File: config.mk
export PLATFORM = sky130hd
export DESIGN_NAME = power_save_wakeup_ctrl
export DESIGN_NICKNAME = d
export VERILOG_FILES = /design/src/psw_pkg.sv /design/src/power_save_wakeup_ctrl.sv
export SDC_FILE = /design/constraint.sdc
export NUM_CORES = 1
export LEC_CHECK = 0
export BUFFER_PORTS_ARGS = -buffer_cell sky130_fd_sc_hd__buf_2
export CAP_MARGIN = 10
export CORE_MARGIN = 2
export CORE_UTILIZATION = 55
export CTS_CLUSTER_SIZE = 28
export DETAILED_ROUTE_END_ITERATION = 10
export PLACE_DENSITY_LB_ADDON = 0.1
export SLEW_MARGIN = 20
export SYNTH_ARGS = -nofsm -noshare
export SYNTH_HDL_FRONTEND = slang
export SYNTH_SLANG_ARGS = --single-unit
File: constraint.sdc
create_clock -name pclk -period 2.7 [get_ports pclk]
set_input_delay 0.27 -clock pclk [delete_from_list [all_inputs] [get_ports pclk]]
set_output_delay 0.27 -clock pclk [all_outputs]
set_load 0.1 [all_outputs]
File: src/psw_pkg.sv
// Purpose: Constants for the power-save and wake-up controller.
// Assumes: APB slave with 32-bit data, registers one aligned word each.
// Notes:   Offsets, reset values and cycle counts live here.
package psw_pkg;
  localparam logic [7:0]  OFF_WAKE_EN   = 8'h00;
  localparam logic [7:0]  OFF_WAKE_EDGE = 8'h04;
  localparam logic [7:0]  OFF_WAKE_PEND = 8'h08;
  localparam logic [7:0]  OFF_CTRL      = 8'h0C;
  localparam logic [7:0]  OFF_STATUS    = 8'h10;
  localparam int          CTRL_STOP     = 0;
  localparam int          CTRL_SLEEP    = 1;
  localparam int          CTRL_DELAY    = 2;
  localparam int          CTRL_TICK_IE  = 3;
  localparam int          CTRL_PORTL_IE = 4;
  localparam int          CTRL_GIE      = 5;
  localparam int          CTRL_CLKMON   = 6;
  localparam int          CTRL_RC       = 7;
  localparam int          STAT_TICK_PND = 8;
  localparam logic [7:0]  RESET_BYTE    = 8'h00;
  localparam int          OSC_DIV       = 10;
  localparam int          STARTUP_COUNT = 256;
  localparam int          TICK_BIT      = 13;
  typedef enum logic [3:0] {
    ST_RUN   = 4'b0001,
    ST_STOP  = 4'b0010,
    ST_SLEEP = 4'b0100,
    ST_WARM  = 4'b1000
  } pm_state_e;
endpackage

File: src/power_save_wakeup_ctrl.sv
// Purpose: Deep stop / light sleep sequencer with eight-pin port L wake-up unit.
// Assumes: pclk stands in for the oscillator; port L and oscillator output pin are async.
// Notes:   clocks_run gates the rest of the chip; port L capture works with it low.
// Operation
// - Writing stop request enters deep stop, all clocks and timers halted.
// - In deep stop supervisor inhibited; enabled clock monitor drives supervisor pin low.
// - Deep stop exits on port L wake, oscillator pin rising edge, or reset.
// - Wake enables oscillator and tick timer; 256 instruction clocks then release clocks.
// - Instruction clock is oscillator divided by ten.
// - With RC clock, startup delay only when delay enable set; cleared at reset.
// - Writing sleep request enters light sleep.
// - In sleep oscillator, supervisor, monitor and tick timer run; all else holds.
// - Sleep ends on reset, port L wake, or tick bit thirteen toggle.
// - Each tick bit thirteen toggle sets tick pending; irq only when enabled.
// - Sleep ending with tick irq enabled services it first, else resumes.
// - Wake enable has one bit per port L pin enabling its wake-up.
// - Set edge bit selects falling edge; clear selects rising edge.
// - Pending bit sets on selected edge and holds until software clears it.
// - Stop request ignored while any pin is both enabled and pending.
// - Enable, edge and pending registers read/write, cleared at reset.
// - Port L irqs share one vector, gated by enable bit, port L and global enables.
// - Port L wake with irq enabled services irq first, else resumes.
`timescale 1ns/1ps
`default_nettype none
module power_save_wakeup_ctrl
  import psw_pkg::*;
#(
  parameter int PINS = 8                          // Port L width.
)(
  input  wire logic              pclk,            // APB clock, oscillator stand-in.
  input  wire logic              presetn,         // Async reset, active low.
  input  wire logic              psel,            // APB select.
  input  wire logic              penable,         // APB enable.
  input  wire logic              pwrite,          // APB direction.
  input  wire logic [7:0]        paddr,           // APB byte address.
  input  wire logic [31:0]       pwdata,          // APB write data.
  output logic      [31:0]       prdata,          // APB read data.
  output logic                   pready,          // APB ready.
  output logic                   pslverr,         // APB error on unmapped address.
  input  wire logic [PINS-1:0]   port_l,          // Port L pins, asynchronous.
  input  wire logic              oscillator_output_pin, // Oscillator output pin, async.
  output logic                   clocks_run,      // Clocks routed to the rest of the chip.
  output logic                   osc_enable,      // Oscillator circuitry enabled.
  output logic                   supervisor_output_pin, // Supervisor output, low on fault.
  output logic                   instruction_cycle_clock, // Oscillator divided by ten.
  output logic                   irq_port_l,      // Shared port L interrupt request.
  output logic                   irq_tick,        // Tick timer interrupt request.
  output logic                   service_first    // Wake will service an interrupt first.
);
  import psw_pkg::*;

  //////////////////////////////////////////////////////////////////////////////
  // Declarations.
  logic [PINS-1:0] wake_enable_mask;
  logic [PINS-1:0] wake_edge_select;
  logic [PINS-1:0] wake_pending_flags;
  logic [7:0]      ctrl;
  logic            tick_pending;
  pm_state_e       state;
  pm_state_e       next_state;
  logic [3:0]      div_cnt;
  logic [15:0]     tick_timer;
  logic [8:0]      start_cnt;
  logic [PINS-1:0] pl_s1;
  logic [PINS-1:0] pl_s2;
  logic [PINS-1:0] pl_prev;
  logic [1:0]      osc_s;
  logic            osc_prev;
  logic [1:0]      sync_fill;

  //////////////////////////////////////////////////////////////////////////////
  // Bus decode.
  wire             wr_en      = psel & penable & pwrite;
  wire             rd_en      = psel & penable & ~pwrite;
  wire             hit_en     = paddr == OFF_WAKE_EN;
  wire             hit_edge   = paddr == OFF_WAKE_EDGE;
  wire             hit_pend   = paddr == OFF_WAKE_PEND;
  wire             hit_ctrl   = paddr == OFF_CTRL;
  wire             hit_stat   = paddr == OFF_STATUS;
  wire             hit_any    = hit_en | hit_edge | hit_pend | hit_ctrl | hit_stat;
  wire             wr_pend    = wr_en & hit_pend;
  wire             wr_ctrl    = wr_en & hit_ctrl;
  wire             wr_stat    = wr_en & hit_stat;

  //////////////////////////////////////////////////////////////////////////////
  // Edge detection and wake conditions.
  // Edges are ignored until the synchroniser holds real pin levels, so a pin high through reset is no edge.
  wire             sync_ok    = sync_fill == 2'h3;
  wire [PINS-1:0]  rise       = {PINS{sync_ok}} & pl_s2 & ~pl_prev;
  wire [PINS-1:0]  fall       = {PINS{sync_ok}} & ~pl_s2 & pl_prev;
  wire [PINS-1:0]  edge_hit   = (wake_edge_select & fall) | (~wake_edge_select & rise);
  wire             armed_pend = |(wake_enable_mask & wake_pending_flags);
  wire             osc_rise   = sync_ok & osc_s[1] & ~osc_prev;
  wire             tc_tick    = div_cnt == 4'(OSC_DIV - 1);
  wire [15:0]      tick_next  = tick_timer + 16'h0001;
  wire             tick_tgl   = tc_tick & (tick_next[TICK_BIT] != tick_timer[TICK_BIT]);
  wire             timers_on  = state != ST_STOP;
  wire             need_delay = ~ctrl[CTRL_RC] | ctrl[CTRL_DELAY];
  wire             stop_req   = wr_ctrl & pwdata[CTRL_STOP] & ~armed_pend;
  wire             sleep_req  = wr_ctrl & pwdata[CTRL_SLEEP];
  wire             wake_stop  = armed_pend | osc_rise;
  wire             wake_sleep = armed_pend | tick_tgl;
  wire             start_done = start_cnt == 9'(STARTUP_COUNT - 1);

  //////////////////////////////////////////////////////////////////////////////
  // Power state selection.
  always_comb
  begin
    next_state = state;
    case (state)
      ST_RUN:
      begin
        if (stop_req)
          next_state = ST_STOP;
        else if (sleep_req)
          next_state = ST_SLEEP;
      end
      ST_STOP:
      begin
        if (wake_stop)
          next_state = need_delay ? ST_WARM : ST_RUN;
      end
      ST_SLEEP:
      begin
        if (wake_sleep)
          next_state = ST_RUN;
      end
      ST_WARM:
      begin
        if (tc_tick && start_done)
          next_state = ST_RUN;
      end
      default:
        next_state = ST_RUN;
    endcase
  end

  //////////////////////////////////////////////////////////////////////////////
  // Port L and oscillator pin synchronisers; they run in every state.
  always_ff @(posedge pclk or negedge presetn)
  begin
    if (!presetn)
    begin
      pl_s1    <= '0;
      pl_s2    <= '0;
      pl_prev  <= '0;
      osc_s    <= 2'b00;
      osc_prev <= 1'b0;
      sync_fill <= 2'h0;
    end
    else
    begin
      if (!sync_ok)
        sync_fill <= sync_fill + 2'h1;
      pl_s1    <= port_l;
      pl_s2    <= pl_s1;
      pl_prev  <= pl_s2;
      osc_s    <= {osc_s[0], oscillator_output_pin};
      osc_prev <= osc_s[1];
    end
  end

  //////////////////////////////////////////////////////////////////////////////
  // Wake registers; a new edge wins over a software clear.
  always_ff @(posedge pclk or negedge presetn)
  begin
    if (!presetn)
    begin
      wake_enable_mask   <= RESET_BYTE;
      wake_edge_select   <= RESET_BYTE;
      wake_pending_flags <= RESET_BYTE;
    end
    else
    begin
      if (wr_en && hit_en)
        wake_enable_mask <= pwdata[PINS-1:0];
      if (wr_en && hit_edge)
        wake_edge_select <= pwdata[PINS-1:0];
      wake_pending_flags <= (wr_pend ? pwdata[PINS-1:0] : wake_pending_flags) | edge_hit;
    end
  end

  //////////////////////////////////////////////////////////////////////////////
  // Control bits; request bits self-clear, the rest hold.
  always_ff @(posedge pclk or negedge presetn)
  begin
    if (!presetn)
      ctrl <= RESET_BYTE;
    else if (wr_ctrl)
      ctrl <= {pwdata[7:2], 2'b00};
  end

  //////////////////////////////////////////////////////////////////////////////
  // Tick pending flag; a toggle wins over a write of one to clear.
  always_ff @(posedge pclk or negedge presetn)
  begin
    if (!presetn)
      tick_pending <= 1'b0;
    else
      tick_pending <= tick_tgl | (tick_pending & ~(wr_stat & pwdata[STAT_TICK_PND]));
  end

  //////////////////////////////////////////////////////////////////////////////
  // State, divider, tick timer and startup counter.
  always_ff @(posedge pclk or negedge presetn)
  begin
    if (!presetn)
    begin
      state      <= ST_RUN;
      div_cnt    <= 4'h0;
      tick_timer <= 16'h0000;
      start_cnt  <= 9'h000;
    end
    else
    begin
      state <= next_state;
      if (!timers_on)
        div_cnt <= 4'h0;
      else if (tc_tick)
        div_cnt <= 4'h0;
      else
        div_cnt <= div_cnt + 4'h1;
      if (timers_on && tc_tick)
        tick_timer <= tick_next;
      if (state != ST_WARM)
        start_cnt <= 9'h000;
      else if (tc_tick)
        start_cnt <= start_cnt + 9'h001;
    end
  end

  //////////////////////////////////////////////////////////////////////////////
  // Registered outputs.
  always_ff @(posedge pclk or negedge presetn)
  begin
    if (!presetn)
    begin
      prdata                  <= 32'h0000_0000;
      pready                  <= 1'b0;
      pslverr                 <= 1'b0;
      clocks_run              <= 1'b1;
      osc_enable              <= 1'b1;
      supervisor_output_pin   <= 1'b1;
      instruction_cycle_clock <= 1'b0;
      irq_port_l              <= 1'b0;
      irq_tick                <= 1'b0;
      service_first           <= 1'b0;
    end
    else
    begin
      pready  <= psel & ~penable;
      pslverr <= psel & ~penable & ~hit_any;
      if (rd_en)
      begin
        prdata <= 32'h0000_0000;
      end
      else if (psel && !penable)
      begin
        prdata <= hit_en   ? {24'h000000, wake_enable_mask}   :
                  hit_edge ? {24'h000000, wake_edge_select}   :
                  hit_pend ? {24'h000000, wake_pending_flags} :
                  hit_ctrl ? {24'h000000, ctrl}               :
                  hit_stat ? {20'h00000, state, 7'h00, tick_pending} : 32'h0000_0000;
      end
      clocks_run              <= next_state == ST_RUN;
      osc_enable              <= next_state != ST_STOP;
      supervisor_output_pin   <= ~(next_state == ST_STOP && ctrl[CTRL_CLKMON]);
      instruction_cycle_clock <= timers_on & (div_cnt < 4'(OSC_DIV / 2));
      irq_port_l <= ctrl[CTRL_GIE] & ctrl[CTRL_PORTL_IE] & armed_pend;
      irq_tick   <= ctrl[CTRL_GIE] & ctrl[CTRL_TICK_IE] & tick_pending;
      if (state != ST_RUN && next_state == ST_RUN)
        service_first <= (ctrl[CTRL_PORTL_IE] & armed_pend)
                       | (ctrl[CTRL_TICK_IE] & tick_tgl);
      else if (state == ST_RUN && next_state != ST_RUN)
        service_first <= 1'b0;
    end
  end
endmodule // power_save_wakeup_ctrl
`default_nettype wire

## Word level (Yosys, flattened, before mapping)

Cells that the tools add are included.

- $add $sub $neg: 4
- Magnitude comparators: 1
- Eq/ne operators: 19
- Multiplexer cells: 21
- Bitwise operators: 52
- Reduce and logical (&&, ||, !) cells: 14

Operators with widths:

| cell | count |
|---|---|
| 32-bit two-way mux | 2 |
| 12-bit two-way mux | 5 |
| 8-bit AND | 7 |
| 4-bit two-way mux | 8 |
| 8-bit NOT | 3 |
| 1-bit AND | 23 |
| 9-bit two-way mux | 2 |
| 16-bit by 1-bit adder with 16-bit output (second input constant) | 1 |
| 8-bit by 4-bit == test with 1-bit output (second input constant) | 2 |
| 8-bit OR | 2 |
| 4-bit one-hot mux with 4 select lines | 1 |
| 9-bit by 1-bit adder with 9-bit output (second input constant) | 1 |
| 9-bit by 8-bit == test with 1-bit output (second input constant) | 1 |
| 1-bit OR | 9 |
| 4-bit by 1-bit == test with 1-bit output (second input constant) | 2 |
| 4-bit by 2-bit == test with 1-bit output (second input constant) | 2 |
| 4-bit == test (second input constant) | 2 |
| 8-bit by 3-bit == test with 1-bit output (second input constant) | 1 |
| 8-bit by 5-bit == test with 1-bit output (second input constant) | 1 |
| 1-bit logical AND | 8 |
| 8-bit zero test | 1 |
| 8-bit two-way mux | 1 |
| 4-bit by 1-bit inequality test with 1-bit output (second input constant) | 2 |
| 4-bit by 2-bit inequality test with 1-bit output (second input constant) | 2 |
| 12 further kinds | 22 |

- Bits in registers: 134
- Input port bits: 54
- Output and inout bits: 41

## Logic depth before layout (Yosys ltp)

- Word-level depth: 11
- Gate-level depth with buffers: 11
- Mapped depth without buffers: 11

## Worst setup path before layout

No wires, ideal clock.

- Path kind: in2reg
- Start: in paddr[7]
- End: reg service_first
- Arrival: 2276 ps
- Data required time: 2617 ps
- Path slack: 342 ps
- Stages on the path: 8
- Buffers on the path: 0
- Path through: or4_4 -> nor4_4 -> nand3_2 -> o21ai_0 -> o311ai_0 -> ha_1 -> nand2b_1 -> o21ai_0

- Word-level cells in the longest chain between the ends: 9
- Elaborated cells on any way between the ends: 14
- Those cells by class: 3 x eq/ne; 4 x mux; 4 x bitwise; 3 x reduce/logical

Ends and longest elaborated chain:

| item | line | RTL |
|---|---|---|
| start, declared | power_save_wakeup_ctrl.sv:35 | `input wire logic [7:0] paddr,` |
| 8-bit by 4-bit == test with 1-bit output (*) | power_save_wakeup_ctrl.sv:78 | `wire hit_ctrl = paddr == OFF_CTRL;` |
| 1-bit AND (*) | power_save_wakeup_ctrl.sv:82 | `wire wr_ctrl = wr_en & hit_ctrl;` |
| 1-bit AND (on tied branches) | power_save_wakeup_ctrl.sv:100, power_save_wakeup_ctrl.sv:99 |  |
| 4-bit two-way mux / 1-bit AND (equally long branches) | power_save_wakeup_ctrl.sv:115, power_save_wakeup_ctrl.sv:99 |  |
| 4-bit two-way mux (*) | power_save_wakeup_ctrl.sv:113 | `if (stop_req)` |
| 4-bit one-hot mux with 4 select lines (*) | power_save_wakeup_ctrl.sv:110 | `case (state)` |
| 4-bit by 1-bit == test with 1-bit output / 4-bit by 1-bit inequality test with 1-bit output (equally long branches) | power_save_wakeup_ctrl.sv:271, power_save_wakeup_ctrl.sv:274 |  |
| 1-bit logical AND (on tied branches) | power_save_wakeup_ctrl.sv:271, power_save_wakeup_ctrl.sv:274 |  |
| 1-bit two-way mux / 2-bit nonzero test (equally long branches) | -- |  |
| end signal, assigned | power_save_wakeup_ctrl.sv:272 | `service_first <= (ctrl[CTRL_PORTL_IE] & armed_pend)` |
| end, declared | power_save_wakeup_ctrl.sv:48 | `output logic service_first` |

Every way passes the cells marked *; elsewhere a longest branch is shown, timed or not.
A chain may end at the register's enable or synchronous reset.

## Worst setup path after layout

- Start: reg start_cnt[0]
- End: reg service_first

- Word-level cells in the longest chain between the ends: 7
- Elaborated cells on any way between the ends: 10
- Those cells by class: 3 x eq/ne; 3 x mux; 4 x reduce/logical

Ends and longest elaborated chain:

| item | line | RTL |
|---|---|---|
| start, declared | power_save_wakeup_ctrl.sv:63 | `logic [8:0] start_cnt;` |
| start signal, assigned | power_save_wakeup_ctrl.sv:228 | `start_cnt <= start_cnt + 9'h001;` |
| 9-bit by 8-bit == test with 1-bit output (*) | power_save_wakeup_ctrl.sv:103 | `wire start_done = start_cnt == 9'(STARTUP_COUNT - 1);` |
| 1-bit logical AND (*) | power_save_wakeup_ctrl.sv:130 | `if (tc_tick && start_done)` |
| 4-bit two-way mux (*) | power_save_wakeup_ctrl.sv:130 |  |
| 4-bit one-hot mux with 4 select lines (*) | power_save_wakeup_ctrl.sv:110 |  |
| 4-bit by 1-bit == test with 1-bit output / 4-bit by 1-bit inequality test with 1-bit output (equally long branches) | power_save_wakeup_ctrl.sv:271, power_save_wakeup_ctrl.sv:274 |  |
| 1-bit logical AND (on tied branches) | power_save_wakeup_ctrl.sv:271, power_save_wakeup_ctrl.sv:274 |  |
| 1-bit two-way mux / 2-bit nonzero test (equally long branches) | -- |  |

Marks and branches as above.

==> qor.csv <==
metric;value;unit
cts_buffers;9;
ir_drop;0.439;mV
period_minus_slack;2.42;ns
ys_async_sr_fraction;100;%
setup_viol;0;
synth_simple_gate_area_share;16.6;%
worstMarginPinSlew;0.713;ns
finalHoldViolations;0;
p_leak;2.77;nW
synthDistinctLibCells;50;
vias;3290;
slowest_stage;dfrtp_1;
rows;34;
dpl_worst_slack;0.136;ns
gr-total-overflow;0;
cts_setup_buffers;0;
ctsHtreeMaxLevel;3;
final_cell_mix;dfrtp_1, nand2_1, buf_2, nor2_1, conb_1;
ys_ff_latch;111;
slew_viol_final;0;
synthXorXnorAreaFrac;3.56;%
nNetsFinal;568;
holdWs;0.168;ns
synthFlopType;dfrtp_1;
fp.dieW;98.6;microns
avgSynthCellArea;11.4;sq um
cp_top_family;compound AO/OA/AOI/OAI gates;
coreArea;8720;sq um
dr.pass1.iters;4;
status;complete, no violations;
placed_cells_incl_taps;593;
powerDensity;637;nW/um^2
cts_sinks;111;
synthCells;433;
cap_violations;0;
crit_buf_inv;0;
total_power;0.00355;W
drive_gt1_share;22.1;%
use_met3;4.82;%
r2r_cells;11;
io_pins;95;
critPathKind;flip-flop to flip-flop;
yosys.area.top_type;dfrtp_1;
gp_congestion;0.781;
crit_path_end_kind;flip-flop;
drtIter0Drc;147;
syn_area;4920;sq um
synth-adder-area-share;2.03;%
hp-class;input port to flip-flop;
viasPerCell;5.32;
cts_tree;yes;
arrival;2.71;ns
period_share;89.6;%
synth_top_cell_area_share;54.4;%
wl_per_cell;14.7;microns
worstPathRequired;2.99;ns
skew;0.00978;ns
whs_path_depth;3;
n_fill_cell;694;
grtUsageTotal;20.2;%
worst_slack;0.280;ns
crit_cells;11;
start_kind;flip-flop;
synthMuxAreaShare;8.51;%
die_height;98.6;microns
crit_top_cell;ha_1;
cts-root-buf;clkbuf_8;
crit_path_cell_trace;ha_1, nand2_1, nor2_1, ha_1, a21o_1, a21oi_1, a2bb2oi_1, o311ai_1, ha_1, nand2b_1, o21ai_0;
grt_pass1_wl;15700;microns
io_buffers;51;
synth_edf_count;0;
synth_top_family_by_area;simple AND/OR/NAND/NOR gates;
final_common_cell;dfrtp_1;
insertedDiodeCount;0;
clock_latency;0.37;ns
cp_slowest_stage_delay;0.43;ns
clk_pin_slew;0.11;ns
synthTopCellsByArea;dfrtp_1, nand2_1, mux2_2;
clockBufferDepth;2;
slew_headroom;52.5;%
grtUsageMet2;29.6;%
synth_compound_area_share;7.57;%
start_util;56.5;%
finalSetupTns;0;ns
rsz0062_at_grt;no;
first_global_vias;3174;
syn_to_final_growth;13.2;%
final_cell_count_no_fill;619;
ys_warn_count;0;
grt_busiest_layer;met1;
wl;9080;microns
ant_nets;0;
yosysSeqAreaShare;56.5;%
grt_max_degree;57;
hpwl;6500;microns
crit_path_max_fanout;4;
antenna_found_initial;0;
die-area;9730;sq um
drc;0;
fmax;413;MHz
use_met1;31.0;%
-- layout make-up --
cell class / instances / area [sq um] / share of cell area, %
Sequential cell: 111 / 2780 / 49.9
Multi-Input combinational cell: 298 / 1960 / 35.1
Timing Repair Buffer: 73 / 460 / 8.26
Tap cell: 108 / 135 / 2.42
Clock buffer: 10 / 128 / 2.29
Clock inverter: 6 / 61.3 / 1.10
Inverter: 13 / 48.8 / 0.875
-- worst paths after layout --
kind	from	to	slack, ns
hold / removal	pwdata[6]	wake_pending_flags[6]	0.17
max in group asynchronous	presetn	wake_edge_select[2]	1.51
setup / recovery	start_cnt[0]	service_first	0.28
min in group asynchronous	presetn	start_cnt[4]	0.49
setup reg to reg	start_cnt[0]	service_first	0.28
hold reg to reg	pl_s1[3]	pl_s2[3]	0.36
-- repair_timing --
action | CTS | global route
hold endpoints to repair | 61 | 0
hold buffers | 10 | 0
resized for setup | 0 | 1
setup endpoints to repair | 0 | 1
-- worst reg2reg max path, cell delays in order, from the launching register on --
cell and delay, ns:
dfrtp_1 0.43, ha_1 0.25, nand2_1 0.08, nor2_1 0.05
ha_1 0.19, a21o_1 0.16, a21oi_1 0.16, a2bb2oi_1 0.24
o311ai_1 0.17, ha_1 0.34, nand2b_1 0.14, o21ai_0 0.14
-- metrics by stage --
step	instance area (sq um)	utilization, %
2_1_floorplan	5000	-
4_1_cts	5580	63.9
5_1_grt	5580	63.9
6_report	5580	63.9
3_5_place_dp	5290	60.6
3_3_place_gp	5290	60.6
-- cell usage after synthesis (2+ instances only) --
master and number:
o21ai_0 14, mux2_2 15, dfrtp_1 107, xnor2_1 11, inv_1 13, and4_1 2
a21oi_1 17, and3b_1 4, nor4b_1 2, buf_4 20, nor3_1 7, dfstp_2 4
nor3b_1 5, or3_1 3, nand3b_1 5, clkbuf_1 8, and3_1 6, o311ai_0 3
a22oi_1 5, ha_1 8, nand4_1 8, nor2_1 30, o211ai_1 7, mux2_4 8
nor2b_1 3, a21o_1 2, mux2i_1 13, nand2_1 60, a22o_1 4, nand2b_1 5
xor2_1 9, nand3_1 7
-- cell families after synthesis --
family / count (synthesis)
muxes: 36
and+or+nand+nor: 156
xor gates and xnor gates: 20
buffers and inverters: 43
adders and majority gates: 8
other: 1
DFF: 111
AOI/OAI and AO/OA: 58
-- power breakdown --
part	switching, W	internal [W]	total (W)
clock	0.000583	0.000360	0.000943
combinational	0.000509	0.000233	0.000742
sequential	0.0000872	0.00178	0.00187
total	0.00118	0.00237	0.00355
-- per-layer routing --
metal	routed length, microns	up-vias
met3	488	6
met2	3980	96
met4	89	0
met5	0	-
met1	4520	1576
li1	-	1612
-- state kept, by name, summed over array words and instances (netlist names), 6 cells and up --
name	count
ctrl	6
pl_prev	8
pl_s1	8
pl_s2	8
prdata	12
start_cnt	9
tick_timer	13
wake_edge_select	8
wake_enable_mask	8
wake_pending_flags	8
No activity file was read; power rests on OpenSTA's default activity.
